===== config.mk =====
export PLATFORM = sky130hd
export DESIGN_NAME = adc_result_display_control
export DESIGN_NICKNAME = d
export VERILOG_FILES = /design/src/inc/meter_ctrl_pkg.sv /design/src/rtl/adc_result_display_control.sv
export SDC_FILE = /design/constraint.sdc
export NUM_CORES = 1
export LEC_CHECK = 0
export BUFFER_PORTS_ARGS = -buffer_cell sky130_fd_sc_hd__buf_2
export CORE_UTILIZATION = 59
export CTS_BUF_LIST = sky130_fd_sc_hd__clkbuf_4
export CTS_CLUSTER_DIAMETER = 50
export DETAILED_ROUTE_END_ITERATION = 12
export GPL_TIMING_DRIVEN = 0
export HOLD_SLACK_MARGIN = 0.08
export PLACE_DENSITY_LB_ADDON = 0.12
export SLEW_MARGIN = 20
export SYNTH_ARGS = -nofsm -noshare
export SYNTH_HDL_FRONTEND = slang
export SYNTH_SLANG_ARGS = --single-unit

===== constraint.sdc =====
create_clock -name clk -period 3.81 [get_ports clk]
set_input_delay 0.381 -clock clk [delete_from_list [all_inputs] [get_ports clk]]
set_output_delay 0.381 -clock clk [all_outputs]
set_load 0.01 [all_outputs]

===== src/inc/meter_ctrl_pkg.sv =====
// How it works
// - low result byte: 4 LSBs high, rest zero
// - result is upper word joined to low nibble
// - power-up resets port, display, filter, modulator, registers
// - cal inhibit low: calibrate every conversion
// - writing one starts enhanced offset calibration
// - digital power-down stops filter and display drivers
// - analog power-down stops modulator and input buffers
// - peak mode displays highest value only
// - hold freezes displayed reading
// - low battery sets flag and segment
// - minus one displays as minus zero
// - negative values display one count smaller
// - peak stores first result, then larger ones
// - leaving peak mode clears stored peak
// - upper result register: 16 MSBs, read-only
package meter_ctrl_pkg;

  localparam int CMD_BITS  = 8;
  localparam int DATA_BITS = 16;
  localparam int FRAME_BITS = CMD_BITS + DATA_BITS;

  // register indices carried in the low nibble of the command byte
  localparam logic [3:0] REG_CONTROL     = 4'h0;
  localparam logic [3:0] REG_STATUS      = 4'h1;
  localparam logic [3:0] REG_RESULT_HIGH = 4'h2;
  localparam logic [3:0] REG_RESULT_LOW  = 4'h3;
  localparam logic [3:0] REG_PEAK        = 4'h4;
  localparam logic [3:0] REG_DISPLAY     = 4'h5;
  localparam logic [3:0] REG_CUSTOM_OFS  = 4'h6;

  // command byte
  localparam int CMD_READ_POS = 7;

  // control register fields
  localparam int CTL_CAL_INHIBIT_POS = 0;
  localparam int CTL_ENH_CAL_POS     = 1;
  localparam int CTL_DIG_PD_POS      = 2;
  localparam int CTL_ANA_PD_POS      = 3;
  localparam int CTL_PEAK_POS        = 4;
  localparam int CTL_HOLD_POS        = 5;

  // status register fields
  localparam int STS_LOW_SUPPLY_POS = 0;

  localparam logic [15:0] CONTROL_RESET    = 16'h0000;
  localparam logic [15:0] WORD_RESET       = 16'h0000;
  localparam logic [7:0]  RESULT_LOW_RESET = 8'h00;

endpackage


===== src/rtl/adc_result_display_control.sv =====
`timescale 1ns/1ps
module adc_result_display_control (
  input  wire logic        clk,
  input  wire logic        srst,
  input  wire logic        cs_n,
  input  wire logic        sclk,
  input  wire logic        din,
  output logic             dout,
  output logic             dout_oe,
  input  wire logic        conv_valid,
  input  wire logic [19:0] conv_result,
  input  wire logic        low_supply_cmp,
  output logic             offset_cal_en,
  output logic             enhanced_cal_start,
  output logic             filter_enable,
  output logic             lcd_enable,
  output logic             modulator_enable,
  output logic             buffer_enable,
  output logic             display_negative,
  output logic [15:0]      display_magnitude,
  output logic             low_supply_segment,
  output logic [15:0]      custom_offset
);

  // pin synchronisers; stage one feeds stage two only
  // each sclk level must span at least one clock edge or an edge is lost
  logic [1:0] cs_s_r;
  logic [1:0] sclk_s_r;
  logic [1:0] din_s_r;
  logic [1:0] lowb_s_r;
  logic       sclk_d_r;

  always_ff @(posedge clk) begin
    if (srst) begin
      cs_s_r   <= 2'h3;
      sclk_s_r <= 2'h0;
      din_s_r  <= 2'h0;
      lowb_s_r <= 2'h0;
      sclk_d_r <= 1'b0;
    end else begin
      cs_s_r   <= {cs_s_r[0], cs_n};
      sclk_s_r <= {sclk_s_r[0], sclk};
      din_s_r  <= {din_s_r[0], din};
      lowb_s_r <= {lowb_s_r[0], low_supply_cmp};
      sclk_d_r <= sclk_s_r[1];
    end
  end

  wire cs_active = ~cs_s_r[1];
  wire sclk_rise = cs_active & sclk_s_r[1] & ~sclk_d_r;
  wire sclk_fall = cs_active & ~sclk_s_r[1] & sclk_d_r;
  wire serial_in = din_s_r[1];

  // serial frame: command byte then one 16-bit data word, msb first
  logic [4:0]  bit_cnt_r;
  logic [4:0]  bit_cnt_nxt;
  logic [7:0]  cmd_r;
  logic [15:0] wdata_r;
  logic [15:0] rshift_r;
  logic        dout_r;
  logic        dout_oe_r;

  wire       cmd_done  = sclk_rise && (bit_cnt_r == 5'(meter_ctrl_pkg::CMD_BITS - 1));
  wire       word_done = sclk_rise && (bit_cnt_r == 5'(meter_ctrl_pkg::FRAME_BITS - 1));
  wire [7:0] cmd_now   = {cmd_r[6:0], serial_in};
  wire [3:0] addr      = cmd_r[3:0];
  wire       is_read   = cmd_r[meter_ctrl_pkg::CMD_READ_POS];
  wire       wr_commit = word_done && !is_read;
  wire [15:0] wdata_now = {wdata_r[14:0], serial_in};

  assign bit_cnt_nxt = !cs_active ? 5'h00 :
                       word_done  ? 5'h00 :
                       sclk_rise  ? bit_cnt_r + 5'h01 : bit_cnt_r;

  // control and data registers
  logic [15:0] control_r;
  logic [15:0] custom_ofs_r;
  logic [15:0] result_high_r;
  logic [3:0]  result_nib_r;
  logic [15:0] peak_r;
  logic        peak_valid_r;
  logic [15:0] display_r;
  logic        low_flag_r;
  logic        enh_start_r;

  wire cal_inhibit = control_r[meter_ctrl_pkg::CTL_CAL_INHIBIT_POS];
  wire dig_pd      = control_r[meter_ctrl_pkg::CTL_DIG_PD_POS];
  wire ana_pd      = control_r[meter_ctrl_pkg::CTL_ANA_PD_POS];
  wire peak_mode   = control_r[meter_ctrl_pkg::CTL_PEAK_POS];
  wire hold_mode   = control_r[meter_ctrl_pkg::CTL_HOLD_POS];

  wire ctl_wr      = wr_commit && (addr == meter_ctrl_pkg::REG_CONTROL);
  wire ofs_wr      = wr_commit && (addr == meter_ctrl_pkg::REG_CUSTOM_OFS);
  wire enh_trigger = ctl_wr && wdata_now[meter_ctrl_pkg::CTL_ENH_CAL_POS];

  // conversions are dropped while the filter is powered down
  wire        conv_take = conv_valid && !dig_pd;
  wire [15:0] conv_high = conv_result[19:4];
  wire        conv_above_peak = $signed(conv_high) > $signed(peak_r);
  wire        peak_load = peak_mode && conv_take && (!peak_valid_r || conv_above_peak);

  // enhanced-cal bit is a trigger only and never stored
  wire [15:0] ctl_store = wdata_now & ~(16'h0001 << meter_ctrl_pkg::CTL_ENH_CAL_POS);

  always_ff @(posedge clk) begin
    if (srst) begin
      control_r <= meter_ctrl_pkg::CONTROL_RESET;
    end else if (ctl_wr) begin
      control_r <= ctl_store;
    end
  end

  // custom offset is only held here; the subtraction belongs to the filter
  always_ff @(posedge clk) begin
    if (srst) begin
      custom_ofs_r <= meter_ctrl_pkg::WORD_RESET;
    end else if (ofs_wr) begin
      custom_ofs_r <= wdata_now;
    end
  end

  always_ff @(posedge clk) begin
    if (srst) begin
      enh_start_r <= 1'b0;
    end else begin
      enh_start_r <= enh_trigger;
    end
  end

  always_ff @(posedge clk) begin
    if (srst) begin
      result_high_r <= meter_ctrl_pkg::WORD_RESET;
      result_nib_r  <= 4'h0;
    end else if (conv_take) begin
      result_high_r <= conv_high;
      result_nib_r  <= conv_result[3:0];
    end
  end

  always_ff @(posedge clk) begin
    if (srst) begin
      peak_r       <= meter_ctrl_pkg::WORD_RESET;
      peak_valid_r <= 1'b0;
    end else if (!peak_mode) begin
      peak_r       <= meter_ctrl_pkg::WORD_RESET;
      peak_valid_r <= 1'b0;
    end else if (peak_load) begin
      peak_r       <= conv_high;
      peak_valid_r <= 1'b1;
    end
  end

  // hold wins over peak; the held word is whatever was shown when hold rose
  wire [15:0] display_nxt = hold_mode ? display_r :
                            peak_mode ? (peak_load ? conv_high : peak_r) :
                            conv_take ? conv_high : display_r;

  always_ff @(posedge clk) begin
    if (srst) begin
      display_r <= meter_ctrl_pkg::WORD_RESET;
    end else begin
      display_r <= display_nxt;
    end
  end

  // the comparator is level sensitive; flag follows it
  always_ff @(posedge clk) begin
    if (srst) begin
      low_flag_r <= 1'b0;
    end else begin
      low_flag_r <= lowb_s_r[1];
    end
  end

  // read mux, loaded once the command byte is complete
  wire [15:0]  low_word    = {8'h00, result_nib_r, 4'h0};
  wire [15:0]  status_word = {15'h0000, low_flag_r};
  wire [3:0]   addr_now    = cmd_now[3:0];
  logic [15:0] read_word;

  // unmapped indices read as zero so a stray read is harmless
  always_comb begin
    if (addr_now == meter_ctrl_pkg::REG_CONTROL) begin
      read_word = control_r;
    end else if (addr_now == meter_ctrl_pkg::REG_STATUS) begin
      read_word = status_word;
    end else if (addr_now == meter_ctrl_pkg::REG_RESULT_HIGH) begin
      read_word = result_high_r;
    end else if (addr_now == meter_ctrl_pkg::REG_RESULT_LOW) begin
      read_word = low_word;
    end else if (addr_now == meter_ctrl_pkg::REG_PEAK) begin
      read_word = peak_r;
    end else if (addr_now == meter_ctrl_pkg::REG_DISPLAY) begin
      read_word = display_r;
    end else if (addr_now == meter_ctrl_pkg::REG_CUSTOM_OFS) begin
      read_word = custom_ofs_r;
    end else begin
      read_word = 16'h0000;
    end
  end

  // shift qualifiers; the counter splits the frame into command and data
  wire        cmd_shift   = sclk_rise && (bit_cnt_r < 5'(meter_ctrl_pkg::CMD_BITS));
  wire        data_shift  = sclk_rise && (bit_cnt_r >= 5'(meter_ctrl_pkg::CMD_BITS));
  wire        data_fall   = sclk_fall && (bit_cnt_r >= 5'(meter_ctrl_pkg::CMD_BITS));
  wire [15:0] rshift_load = cmd_now[meter_ctrl_pkg::CMD_READ_POS] ? read_word : 16'h0000;

  always_ff @(posedge clk) begin
    if (srst) begin
      bit_cnt_r <= 5'h00;
    end else begin
      bit_cnt_r <= bit_cnt_nxt;
    end
  end

  // drive enable follows the synchronised select, so it lags the pin
  always_ff @(posedge clk) begin
    if (srst) begin
      dout_oe_r <= 1'b0;
    end else begin
      dout_oe_r <= cs_active;
    end
  end

  always_ff @(posedge clk) begin
    if (srst) begin
      cmd_r <= 8'h00;
    end else if (cmd_shift) begin
      cmd_r <= cmd_now;
    end
  end

  always_ff @(posedge clk) begin
    if (srst) begin
      wdata_r <= 16'h0000;
    end else if (data_shift) begin
      wdata_r <= wdata_now;
    end
  end

  // read word is captured at the last command rise, so it is a snapshot
  always_ff @(posedge clk) begin
    if (srst) begin
      rshift_r <= 16'h0000;
    end else if (cmd_done) begin
      rshift_r <= rshift_load;
    end else if (data_fall) begin
      rshift_r <= {rshift_r[14:0], 1'b0};
    end
  end

  // data word leaves on falling edges so the host samples on rising
  always_ff @(posedge clk) begin
    if (srst) begin
      dout_r <= 1'b0;
    end else if (!cs_active) begin
      dout_r <= 1'b0;
    end else if (data_fall) begin
      dout_r <= rshift_r[15];
    end
  end

  // display conversion: negative shows ~v, so -1 reads -0
  wire        disp_neg = display_r[15];
  wire [15:0] disp_mag = disp_neg ? ~display_r : display_r;

  always_ff @(posedge clk) begin
    if (srst) begin
      offset_cal_en    <= 1'b0;
      filter_enable    <= 1'b0;
      lcd_enable       <= 1'b0;
      modulator_enable <= 1'b0;
      buffer_enable    <= 1'b0;
    end else begin
      offset_cal_en    <= !cal_inhibit && !ana_pd;
      filter_enable    <= !dig_pd;
      lcd_enable       <= !dig_pd;
      modulator_enable <= !ana_pd;
      buffer_enable    <= !ana_pd;
    end
  end

  always_ff @(posedge clk) begin
    if (srst) begin
      display_negative  <= 1'b0;
      display_magnitude <= 16'h0000;
    end else begin
      display_negative  <= disp_neg;
      display_magnitude <= disp_mag;
    end
  end

  // segment lags the status flag by one cycle; both are level, not sticky
  always_ff @(posedge clk) begin
    if (srst) begin
      low_supply_segment <= 1'b0;
    end else begin
      low_supply_segment <= low_flag_r;
    end
  end

  assign dout               = dout_r;
  assign dout_oe            = dout_oe_r;
  assign enhanced_cal_start = enh_start_r;
  assign custom_offset      = custom_ofs_r;

endmodule


After elaboration in Yosys (flattened, before gate mapping)
Cells that the tools add are included.

Reductions and logical operators: 28. Muxes and demuxes: 14. Shift-type cells: 0. $add $sub $neg: 1. Multipliers: 0. $lt $le $gt $ge: 3. Div/mod/pow operators: 0. Eq/ne operators: 9. Bitwise gates (word level): 11.

Operators by type and width (number): $mux W16 (13); $eq A4 B3 Y1 const B (4); $gt A16 B16 Y1 (1); $not A16 Y16 (1); $mux W15 (1); $logic_and A1 B1 Y1 (13); $eq A4 B2 Y1 const B (2); $logic_not A4 Y1 (2); $not A1 Y1 (6); $reduce_or A2 Y1 (3); $add A5 B1 Y5 const B (1); $eq A5 B3 Y1 const B (1); $eq A5 B5 Y1 const B (1); $ge A5 B4 Y1 const B (1); $logic_not A1 Y1 (5); $lt A5 B4 Y1 const B (1); $and A1 B1 Y1 (4); $eq A4 B1 Y1 const B (1); $reduce_bool A2 Y1 (2); $reduce_or A3 Y1 (1); $reduce_and A2 Y1 (1); $logic_or A1 B1 Y1 (1).

Logic and storage cells: 93. Bits in read-only memories: 0. Flip-flop bits (word level): 162. Memories kept: 0. Memory bits (writable): 0. Bits in latches: 0.

Longest topological paths before layout
Gate-level depths: netlist (run 1).

Depth in word-level cells: 10. Mapped depth: 9.

Worst setup path after synthesis (run 1)
No wires, ideal clock.

Kind: flip-flop to flip-flop. Start point: register peak_r[15]. End point: register display_r[10]. Setup slack: 1.394 ns. Arrival time: 2.298 ns. Required time: 3.691 ns. Stages on the path, launching flop included: 10. Path buffers: 1. Setup time: 0.119 ns. Clock period less this slack: 2.416 ns. Cell sequence: dfxtp_1 -> inv_1 -> ha_1 -> nand4_1 -> nor4_1 -> a21boi_0 -> o31ai_1 -> a311o_1 -> buf_2 -> o221a_2.

Cells in the longest elaborated chain, start to end: 5.

RTL lines: start: declaration (line adc_result_display_control.sv:80) `logic [15:0] peak_r;`; start signal: assignment (line adc_result_display_control.sv:142) `peak_r <= meter_ctrl_pkg::WORD_RESET;`; start signal: assignment (line adc_result_display_control.sv:145) `peak_r <= meter_ctrl_pkg::WORD_RESET;`; start signal: assignment (line adc_result_display_control.sv:148) `peak_r <= conv_high;`; $gt A16 B16 Y1 (line adc_result_display_control.sv:99) `wire conv_above_peak = $signed(conv_high) > $signed(peak_r);`; $logic_or A1 B1 Y1 (line adc_result_display_control.sv:100) `wire peak_load = peak_mode && conv_take && (!peak_valid_r || conv_above_peak);`; $logic_and A1 B1 Y1 (line adc_result_display_control.sv:100); $mux W16; $mux W16 (line adc_result_display_control.sv:155) `peak_mode ? (peak_load ? conv_high : peak_r) :`; end signal: assignment (line adc_result_display_control.sv:160) `display_r <= meter_ctrl_pkg::WORD_RESET;`; end signal: assignment (line adc_result_display_control.sv:162) `display_r <= display_nxt;`; end: declaration (line adc_result_display_control.sv:82) `logic [15:0] display_r;`.

No other way between the ends. A chain may end at the register's enable or synchronous reset.

Worst setup path in the final report (run 1)
Start point: input conv_result[19]. End point: register display_r[13].

Cells in the longest elaborated chain, start to end: 5.

RTL lines: start: declaration (line adc_result_display_control.sv:11) `input wire logic [19:0] conv_result,`; $gt A16 B16 Y1 (line adc_result_display_control.sv:99); $logic_or A1 B1 Y1 (line adc_result_display_control.sv:100); $logic_and A1 B1 Y1 (line adc_result_display_control.sv:100); $mux W16; $mux W16 (line adc_result_display_control.sv:155).

No other way between the ends.

==> results of run 1 <==
[worst max-delay path: stages]
cell                            delay, ns
sky130_fd_sc_hd__dlygate4sd3_1       0.53
sky130_fd_sc_hd__buf_2               0.16
sky130_fd_sc_hd__ha_1                0.35
sky130_fd_sc_hd__nand4_1             0.20
sky130_fd_sc_hd__nor4_1              0.41
sky130_fd_sc_hd__a21boi_0            0.28
sky130_fd_sc_hd__o31ai_1             0.12
sky130_fd_sc_hd__a311o_1             0.47
sky130_fd_sc_hd__buf_2               0.24
sky130_fd_sc_hd__o221a_2             0.29
[layer usage]
metal	vias to the layer above	GRT usage (%)	share of wire, %	routed length, um
met1	2937	44.07	44	8338
met4	0	12.18	2.7	506
li1	3032	-	-	-
met3	51	6.312	8.3	1585
met5	-	0	0	0
met2	302	50.39	45	8608
[where the power goes]
part	internal (uW)	switching (uW)	leakage (uW)	total [uW]
clock network	593	599	0.000184	1190
logic	104	134	0.00159	238
registers	1740	31.2	0.00132	1770
[cell usage in the layout (no fill, tap or decap), types with 18 or more instances in the layout]
cell	count
sky130_fd_sc_hd__a21oi_1	70
sky130_fd_sc_hd__buf_2	69
sky130_fd_sc_hd__clkbuf_1	45
sky130_fd_sc_hd__clkbuf_4	18
sky130_fd_sc_hd__dfxtp_1	162
sky130_fd_sc_hd__dlygate4sd3_1	21
sky130_fd_sc_hd__ha_1	18
sky130_fd_sc_hd__inv_1	21
sky130_fd_sc_hd__mux2i_1	50
sky130_fd_sc_hd__nand2_1	138
sky130_fd_sc_hd__nor2_1	127
sky130_fd_sc_hd__o21ai_0	42
[area by class of cell]
class	count	area, um2
Inverter	21	78.83
Multi-Input combinational cell	591	3396
Clock inverter	14	211.5
Timing Repair Buffer	88	545.5
Tap cell	143	178.9
Sequential cell	162	3243
Clock buffer	18	135.1
Buffer	54	231.5
Fill cell	933	3447
[final timing paths]
check                   startpoint                         end  depth (start not counted)
max                conv_result[19]  display_r[13]$_SDFFE_PP0P_                         10
min                conv_result[14]       peak_r[10]$_SDFF_PP0_                          3
max reg2reg  peak_r[15]$_SDFF_PP0_  display_r[13]$_SDFFE_PP0P_                          9
min reg2reg   cs_s_r[0]$_SDFF_PP1_        cs_s_r[1]$_SDFF_PP1_                          1
[cells by family (layout without fill, tap and decap cells)]
kind of cell | count (synthesis) | after routing | synth area share, %
compound gates | 173 | 173 | 15.57
xor+xnor | 18 | 18 | 2.269
fa+ha+maj | 18 | 18 | 3.241
buf+inv | 75 | 195 | 4.465
flops | 162 | 162 | 46.67
mux | 50 | 50 | 7.202
other cells | 1 | 1 | 0.05396
simple gates | 331 | 331 | 20.53
[sequential cells by signal, indices dropped and copies added, names as in the netlist, 2 cells and up]
signal	cells
custom_offset	16
display_magnitude	16
display_r	16
peak_r	16
result_high_r	16
rshift_r	16
control_r	15
wdata_r	15
cmd_r	8
bit_cnt_r	5
result_nib_r	4
cs_s_r	2
din_s_r	2
lowb_s_r	2
sclk_s_r	2
[through the flow]
step	setup slack, ns	std cells	power, uW
3_5_place_dp	0.8731	1038	2025
3_3_place_gp	0.8697	1038	2017
2_1_floorplan	1.394	828	1937
4_1_cts	0.9102	1090	3204
5_1_grt	0.7350	1091	3307
6_report	0.8302	1091	3201
==> impl_summary.log, run 1 <==
[metrics] status: finished clean
[metrics] worst hold slack across all endpoints: 0.1127 ns
[metrics] Chip Height: 110.5 um
[metrics] dominant cells by area after synthesis: sky130_fd_sc_hd__dfxtp_1, sky130_fd_sc_hd__nand2_1, sky130_fd_sc_hd__mux2i_1, sky130_fd_sc_hd__nor2_1, sky130_fd_sc_hd__a21oi_1
[metrics] final critical delay including setup and external delays: 2.980 ns
[metrics] Setup TNS: 0 ns
[metrics] number of top-level pins: 69
[metrics] Total Die Area: 0.01222 mm2
[metrics] post-CTS setup-driven buffer insertion count: 0
[metrics] reg-to-reg slack, setup: 0.88 ns
[metrics] overflow left after global routing: 0
[metrics] weighted congestion reported at the end of routability-driven placement: 0.9366
[metrics] DRT Wirelength: 19,040 um
[metrics] area growth from synthesis to layout: 15.41%
[metrics] unrepaired setup endpoints after global routing: no
[metrics] number of antenna repair diodes: 0
[metrics] highest clock rate: 335.6 MHz
[metrics] remaining number of nets flagged by the antenna check after routing: 0
[metrics] number of CTS-inserted buffers: 17
[metrics] cts-stage hold buffer count: 20
[metrics] number of different library cells in the post-synthesis netlist: 48
[metrics] number of max-capacitance violations reported: 0
[metrics] post-synthesis cell count: 828
[metrics] share of the core filled with cells in the final layout: 69.94%
[metrics] Yosys warning count: 0
[metrics] crit start category: primary input
[metrics] EDFF count, synth: 0
[metrics] synthesized flop and latch total: 162
[metrics] largest net degree at the start of global routing: 17
[metrics] Critical Path Sink Type: flop
[metrics] Clk pin slew, worst setup/hold paths: 0.13 ns
[metrics] Final HPWL DP: 14,220 um
[metrics] number of detailed-routing iterations run before antenna repair: 5
[metrics] post-synthesis sequential area ratio: 46.67%
[metrics] final hold vios: 0
[metrics] leading register cell type out of synthesis: sky130_fd_sc_hd__dfxtp_1
[metrics] maximum clock insertion buffer count: 2
[metrics] data arrival time of the worst path: 3.44 ns
[metrics] leading area contributor after synthesis: sky130_fd_sc_hd__dfxtp_1
[metrics] CTS H-tree lvls: 4
[metrics] net count after synthesis: 873
[metrics] detailed-route vias per instance: 5.795
[metrics] pwr dens: 399.1 mW/mm2
[metrics] data required time at the worst endpoint: 4.27 ns
[metrics] number of buffers added on ports: 67
[metrics] latest clock arrival within the worst-skew pair: 0.57 ns
[metrics] via count of the first global-routing pass: 5,951
[metrics] detail-routed net length per standard cell: 17.45 um
[metrics] Num Clock Sinks: 162
[metrics] most repeated cell in the gate-level netlist after synthesis: sky130_fd_sc_hd__dfxtp_1
[metrics] First DRT Iteration DRCs: 594
[metrics] static power due to leakage: 0.003091 uW
[metrics] global-route wire length before repair: 30,900 um
[metrics] mean area per synthesized cell: 8.393 um2
[metrics] Vias: 6,322
[metrics] Post-synth ARST share: 0%
[metrics] number of gates given a new drive strength after cts: 0
[metrics] number of rows created at floorplan: 39
[metrics] area of the core region: 0.01147 mm2
[metrics] Hold Crit Class: primary input to flop
[metrics] number of antenna violations at the first check in global routing: 0
[metrics] layout cells sized above 1: 13.50%
[metrics] remaining max-slew budget at the tightest pin: 50.37%
[metrics] final instance area: 0.008020 mm2
[metrics] most numerous cell types in the synthesized netlist: sky130_fd_sc_hd__dfxtp_1, sky130_fd_sc_hd__nand2_1, sky130_fd_sc_hd__nor2_1
[metrics] Cell Area, Synth: 0.006949 mm2
[metrics] All-Layer GR Usage: 32.23%
[metrics] crit path kind: primary input to flop
[metrics] horizontal die dimension: 110.5 um
[metrics] nets@finish: 980
[metrics] final routed DRC violation total: 0
[metrics] clock tree root buffer cell: sky130_fd_sc_hd__clkbuf_4
[metrics] worst voltage drop across the vdd grid: 0.4310 mV
[metrics] final period utilization: 78.21%
[metrics] total cell area at the placement stage: 0.007463 mm2
[metrics] share of the synthesized area in the top cell type: 46.67%
[metrics] starting density of the core: 60.60%
[metrics] Final Skew: 0.01635 ns
[metrics] final setup vio count: 0
[metrics] clock tree from TritonCTS: yes
[metrics] number of pins exceeding their max-slew limit in the final report: 0
[metrics] crit path max fanout: 10
[metrics] actual transition at the worst max-transition pin: 0.7445 ns
(Power assumes the default switching activity.)
==> run 2, diff against run 1 <==
--- a/config.mk
+++ b/config.mk
@@ -5,8 +5,9 @@
 export SDC_FILE = /design/constraint.sdc
 export NUM_CORES = 1
 export LEC_CHECK = 0
+export ABC_AREA = 1
 export BUFFER_PORTS_ARGS = -buffer_cell sky130_fd_sc_hd__buf_2
-export CORE_UTILIZATION = 59
+export CORE_UTILIZATION = 55
 export CTS_BUF_LIST = sky130_fd_sc_hd__clkbuf_4
 export CTS_CLUSTER_DIAMETER = 50
 export DETAILED_ROUTE_END_ITERATION = 12
==> constraint.sdc (replaced) <==
create_clock -name clk -period 2.65 [get_ports clk]
set_input_delay 0.265 -clock clk [delete_from_list [all_inputs] [get_ports clk]]
set_output_delay 0.265 -clock clk [all_outputs]
set_load 0.01 [all_outputs]
==> run 2 against run 1 <==
Effect of this change: register-to-register slack got worse by 0.62 ns; critical endpoint is now display_r[14]$_SDFFE_PP0P_; routed wire length rose by 5.7%; largest power group unchanged; setup slack got worse by 0.57 ns; critical path type is now flop to flop; sequential power rose by 43%; clock skew fell by 0.0040 ns; synthesized cell count rose by 15%; first-iteration DRC count fell by 5.9%; core utilization fell by 5.0 points; highest routed layer unchanged.
==> impl_summary.log, run 2 <==
[metrics] starting density of the core: 56.41%
[metrics] remaining number of nets flagged by the antenna check after routing: 0
[metrics] Clk pin slew, worst setup/hold paths: 0.12 ns
[metrics] First DRT Iteration DRCs: 559
[metrics] detail-routed net length per standard cell: 16.11 um
[metrics] overflow left after global routing: 0
[metrics] Hold Crit Class: primary input to flop
[metrics] most repeated cell in the gate-level netlist after synthesis: sky130_fd_sc_hd__dfxtp_1
[metrics] most numerous cell types in the synthesized netlist: sky130_fd_sc_hd__dfxtp_1, sky130_fd_sc_hd__o21ai_0, sky130_fd_sc_hd__a21oi_1
[metrics] number of detailed-routing iterations run before antenna repair: 5
[metrics] number of pins exceeding their max-slew limit in the final report: 0
[metrics] commonest non-fill, non-tap cell in the layout: sky130_fd_sc_hd__dfxtp_1
[metrics] Yosys warning count: 0
[metrics] Cell Area, Synth: 0.007089 mm2
[metrics] Num Clock Sinks: 162
[metrics] leading register cell type out of synthesis: sky130_fd_sc_hd__dfxtp_1
[metrics] highest clock rate: 417.8 MHz
[metrics] clock tree root buffer cell: sky130_fd_sc_hd__clkbuf_4
[metrics] worst setup slack before clock tree synthesis: 0.3272 ns
[metrics] remaining max-slew budget at the tightest pin: 58.77%
[metrics] number of different library cells in the post-synthesis netlist: 38
[metrics] number of gates given a new drive strength after cts: 0
[metrics] CTS H-tree lvls: 4
[metrics] worst voltage drop across the vdd grid: 0.4388 mV
[metrics] data arrival time of the worst path: 2.86 ns
[metrics] static power due to leakage: 0.003559 uW
[metrics] maximum clock insertion buffer count: 2
[metrics] All-Layer GR Usage: 32.03%
[metrics] number of max-capacitance violations reported: 0
[metrics] Post-synth ARST share: 0%
[metrics] Critical Path Sink Type: flop
[metrics] final routed DRC violation total: 0
[metrics] number of rows created at floorplan: 41
[metrics] status: finished clean
[metrics] Vias: 6,838
[metrics] clock tree from TritonCTS: yes
[metrics] leading area contributor after synthesis: sky130_fd_sc_hd__dfxtp_1
[metrics] number of buffers added on ports: 67
[metrics] horizontal die dimension: 115.5 um
[metrics] synthesized flop and latch total: 162
[metrics] weighted congestion reported at the end of routability-driven placement: 0.8960
[metrics] number of CTS-inserted buffers: 17
[metrics] number of top-level pins: 69
[metrics] layout cells sized above 1: 12.44%
[metrics] post-synthesis sequential area ratio: 45.75%
[metrics] final period utilization: 90.32%
[metrics] area of the core region: 0.01257 mm2
[metrics] number of antenna violations at the first check in global routing: 0
[metrics] Final Skew: 0.01233 ns
[metrics] share of the synthesized area in the top cell type: 45.75%
[metrics] crit start category: flop
[metrics] nets@finish: 1,110
[metrics] net count after synthesis: 1,000
[metrics] EDFF count, synth: 0
[metrics] area growth from synthesis to layout: 15.09%
[metrics] Final HPWL DP: 15,060 um
[metrics] pwr dens: 536.0 mW/mm2
[metrics] dominant cells by area after synthesis: sky130_fd_sc_hd__dfxtp_1, sky130_fd_sc_hd__o21ai_0, sky130_fd_sc_hd__a21oi_1, sky130_fd_sc_hd__inv_1, sky130_fd_sc_hd__nand2_1
[metrics] Setup TNS: 0 ns
[metrics] post-synthesis cell count: 955
[metrics] worst-case setup margin in the final layout: 0.2564 ns
[metrics] commonest cells after routing, fill and taps aside: sky130_fd_sc_hd__dfxtp_1, sky130_fd_sc_hd__o21ai_0, sky130_fd_sc_hd__a21oi_1
[metrics] actual transition at the worst max-transition pin: 0.6184 ns
[metrics] via count of the first global-routing pass: 6,195
[metrics] Chip Height: 115.5 um
[metrics] latest clock arrival within the worst-skew pair: 0.56 ns
[metrics] final hold vios: 0
[metrics] global-route wire length before repair: 31,960 um
[metrics] Total Die Area: 0.01335 mm2
[metrics] final setup vio count: 0
[metrics] mean area per synthesized cell: 7.423 um2
[metrics] crit path kind: flop to flop
[metrics] DRT Wirelength: 20,130 um
[metrics] worst hold slack across all endpoints: 0.1797 ns
[metrics] final critical delay including setup and external delays: 2.394 ns
[metrics] number of antenna repair diodes: 0
[metrics] unrepaired setup endpoints after global routing: no
[metrics] detailed-route vias per instance: 5.475
[metrics] data required time at the worst endpoint: 3.12 ns
[metrics] largest net degree at the start of global routing: 17
[metrics] crit path max fanout: 10
==> run 2: changes by cell type after synthesis, sizes merged, moves of 14 or more <==
| cell | delta |
|---|---|
| nand2 | -25 |
| inv | +110 |
| o21ai | +98 |
| mux2i | -50 |
| nor2 | -50 |
| a21oi | +64 |
| a31oi | +17 |
| a211oi | -14 |
| nand3 | +47 |
| o221a | -16 |
| xnor2 | -15 |
| nor2b | -15 |
==> run 2: path summary, 6_finish.rpt <==
kind                                             start                            to  depth (start not counted)  slack (ns)
worst max-delay path             peak_r[15]$_SDFF_PP0_    display_r[14]$_SDFFE_PP0P_                         15        0.26
worst min-delay path                        conv_valid  result_nib_r[1]$_SDFFE_PP0P_                          5        0.18
worst max register to register   peak_r[15]$_SDFF_PP0_    display_r[14]$_SDFFE_PP0P_                         15        0.26
worst min register to register  lowb_s_r[0]$_SDFF_PP0_        lowb_s_r[1]$_SDFF_PP0_                          2        0.41
==> run 2: cells by family (layout without fill, tap and decap cells) <==
kind of cell             count (synthesis)  count (layout)  share of synthesized area [%]
other                                    1               1                        0.05290
XOR/XNOR                                 1               1                         0.1236
AND/OR/NAND/NOR                        268             268                          16.73
AO/OA/AOI/OAI                          320             320                          23.83
adder cells (fa/ha/maj)                 18              18                          3.177
flip-flops                             162             162                          45.75
buffers and inverters                  185             307                          10.34
==> run 2: per-stage QoR <==
| stage | instance area [um2] | total power [uW] | util (%) | std cells |
|---|---|---|---|---|
| 3_3_place_gp | 7640 | 2911 | 60.79 | 1194 |
| 3_5_place_dp | 7640 | 2916 | 60.79 | 1194 |
| 5_1_grt | 8159 | 4540 | 64.92 | 1249 |
| 6_report | 8159 | 4373 | 64.92 | 1249 |
| 4_1_cts | 8159 | 4379 | 64.92 | 1249 |
| 2_1_floorplan | 7089 | 2784 | - | 955 |
==> run 2: cell type report <==
class | count | area [um2]
fill | 1137 | 4409
sequential | 162 | 3243
multi-input combinational | 608 | 3113
timing repair buffer | 91 | 575.6
inverter | 132 | 496.7
buffer | 53 | 236.5
tap | 172 | 215.2
clock inverter | 13 | 143.9
clock buffer | 18 | 135.1
==> run 2: per-layer routing <==
layer / wire (um) / GRT usage [%] / vias up / share of wire [%]
li1: - / - / 3409 / -
met1: 8884 / 41.88 / 3129 / 44
met2: 9141 / 50.90 / 256 / 45
met3: 1406 / 6.642 / 44 / 7.0
met4: 694 / 14.72 / 0 / 3.4
met5: 0 / 0 / - / 0
==> run 2: what timing repair did <==
| action | in CTS | in global routing |
|---|---|---|
| hold buffers | 24 | 0 |
| setup buffers | 0 | 0 |
| endpoints found under the hold margin | 47 | 0 |
==> run 2: critical path, cell delays in order, from the launching register on <==
cell,delay [ns]
sky130_fd_sc_hd__dfxtp_1,0.42
sky130_fd_sc_hd__inv_1,0.07
sky130_fd_sc_hd__ha_1,0.32
sky130_fd_sc_hd__a21oi_1,0.18
sky130_fd_sc_hd__o21ai_0,0.10
sky130_fd_sc_hd__a21oi_1,0.19
sky130_fd_sc_hd__nand2_1,0.08
sky130_fd_sc_hd__nand2_1,0.06
sky130_fd_sc_hd__nand3_1,0.09
sky130_fd_sc_hd__nand2_2,0.16
sky130_fd_sc_hd__nand2_2,0.12
sky130_fd_sc_hd__buf_4,0.22
sky130_fd_sc_hd__nand2_1,0.08
sky130_fd_sc_hd__nand3_1,0.10
sky130_fd_sc_hd__nand2_1,0.07
sky130_fd_sc_hd__inv_1,0.04
==> run 2: where the power goes <==
group          switching, uW  internal, uW  leakage [uW]
Clock                    837           642      0.000148
Combinational            233           134       0.00209
Sequential              24.3          2500       0.00132
Total                   1090          3280       0.00356
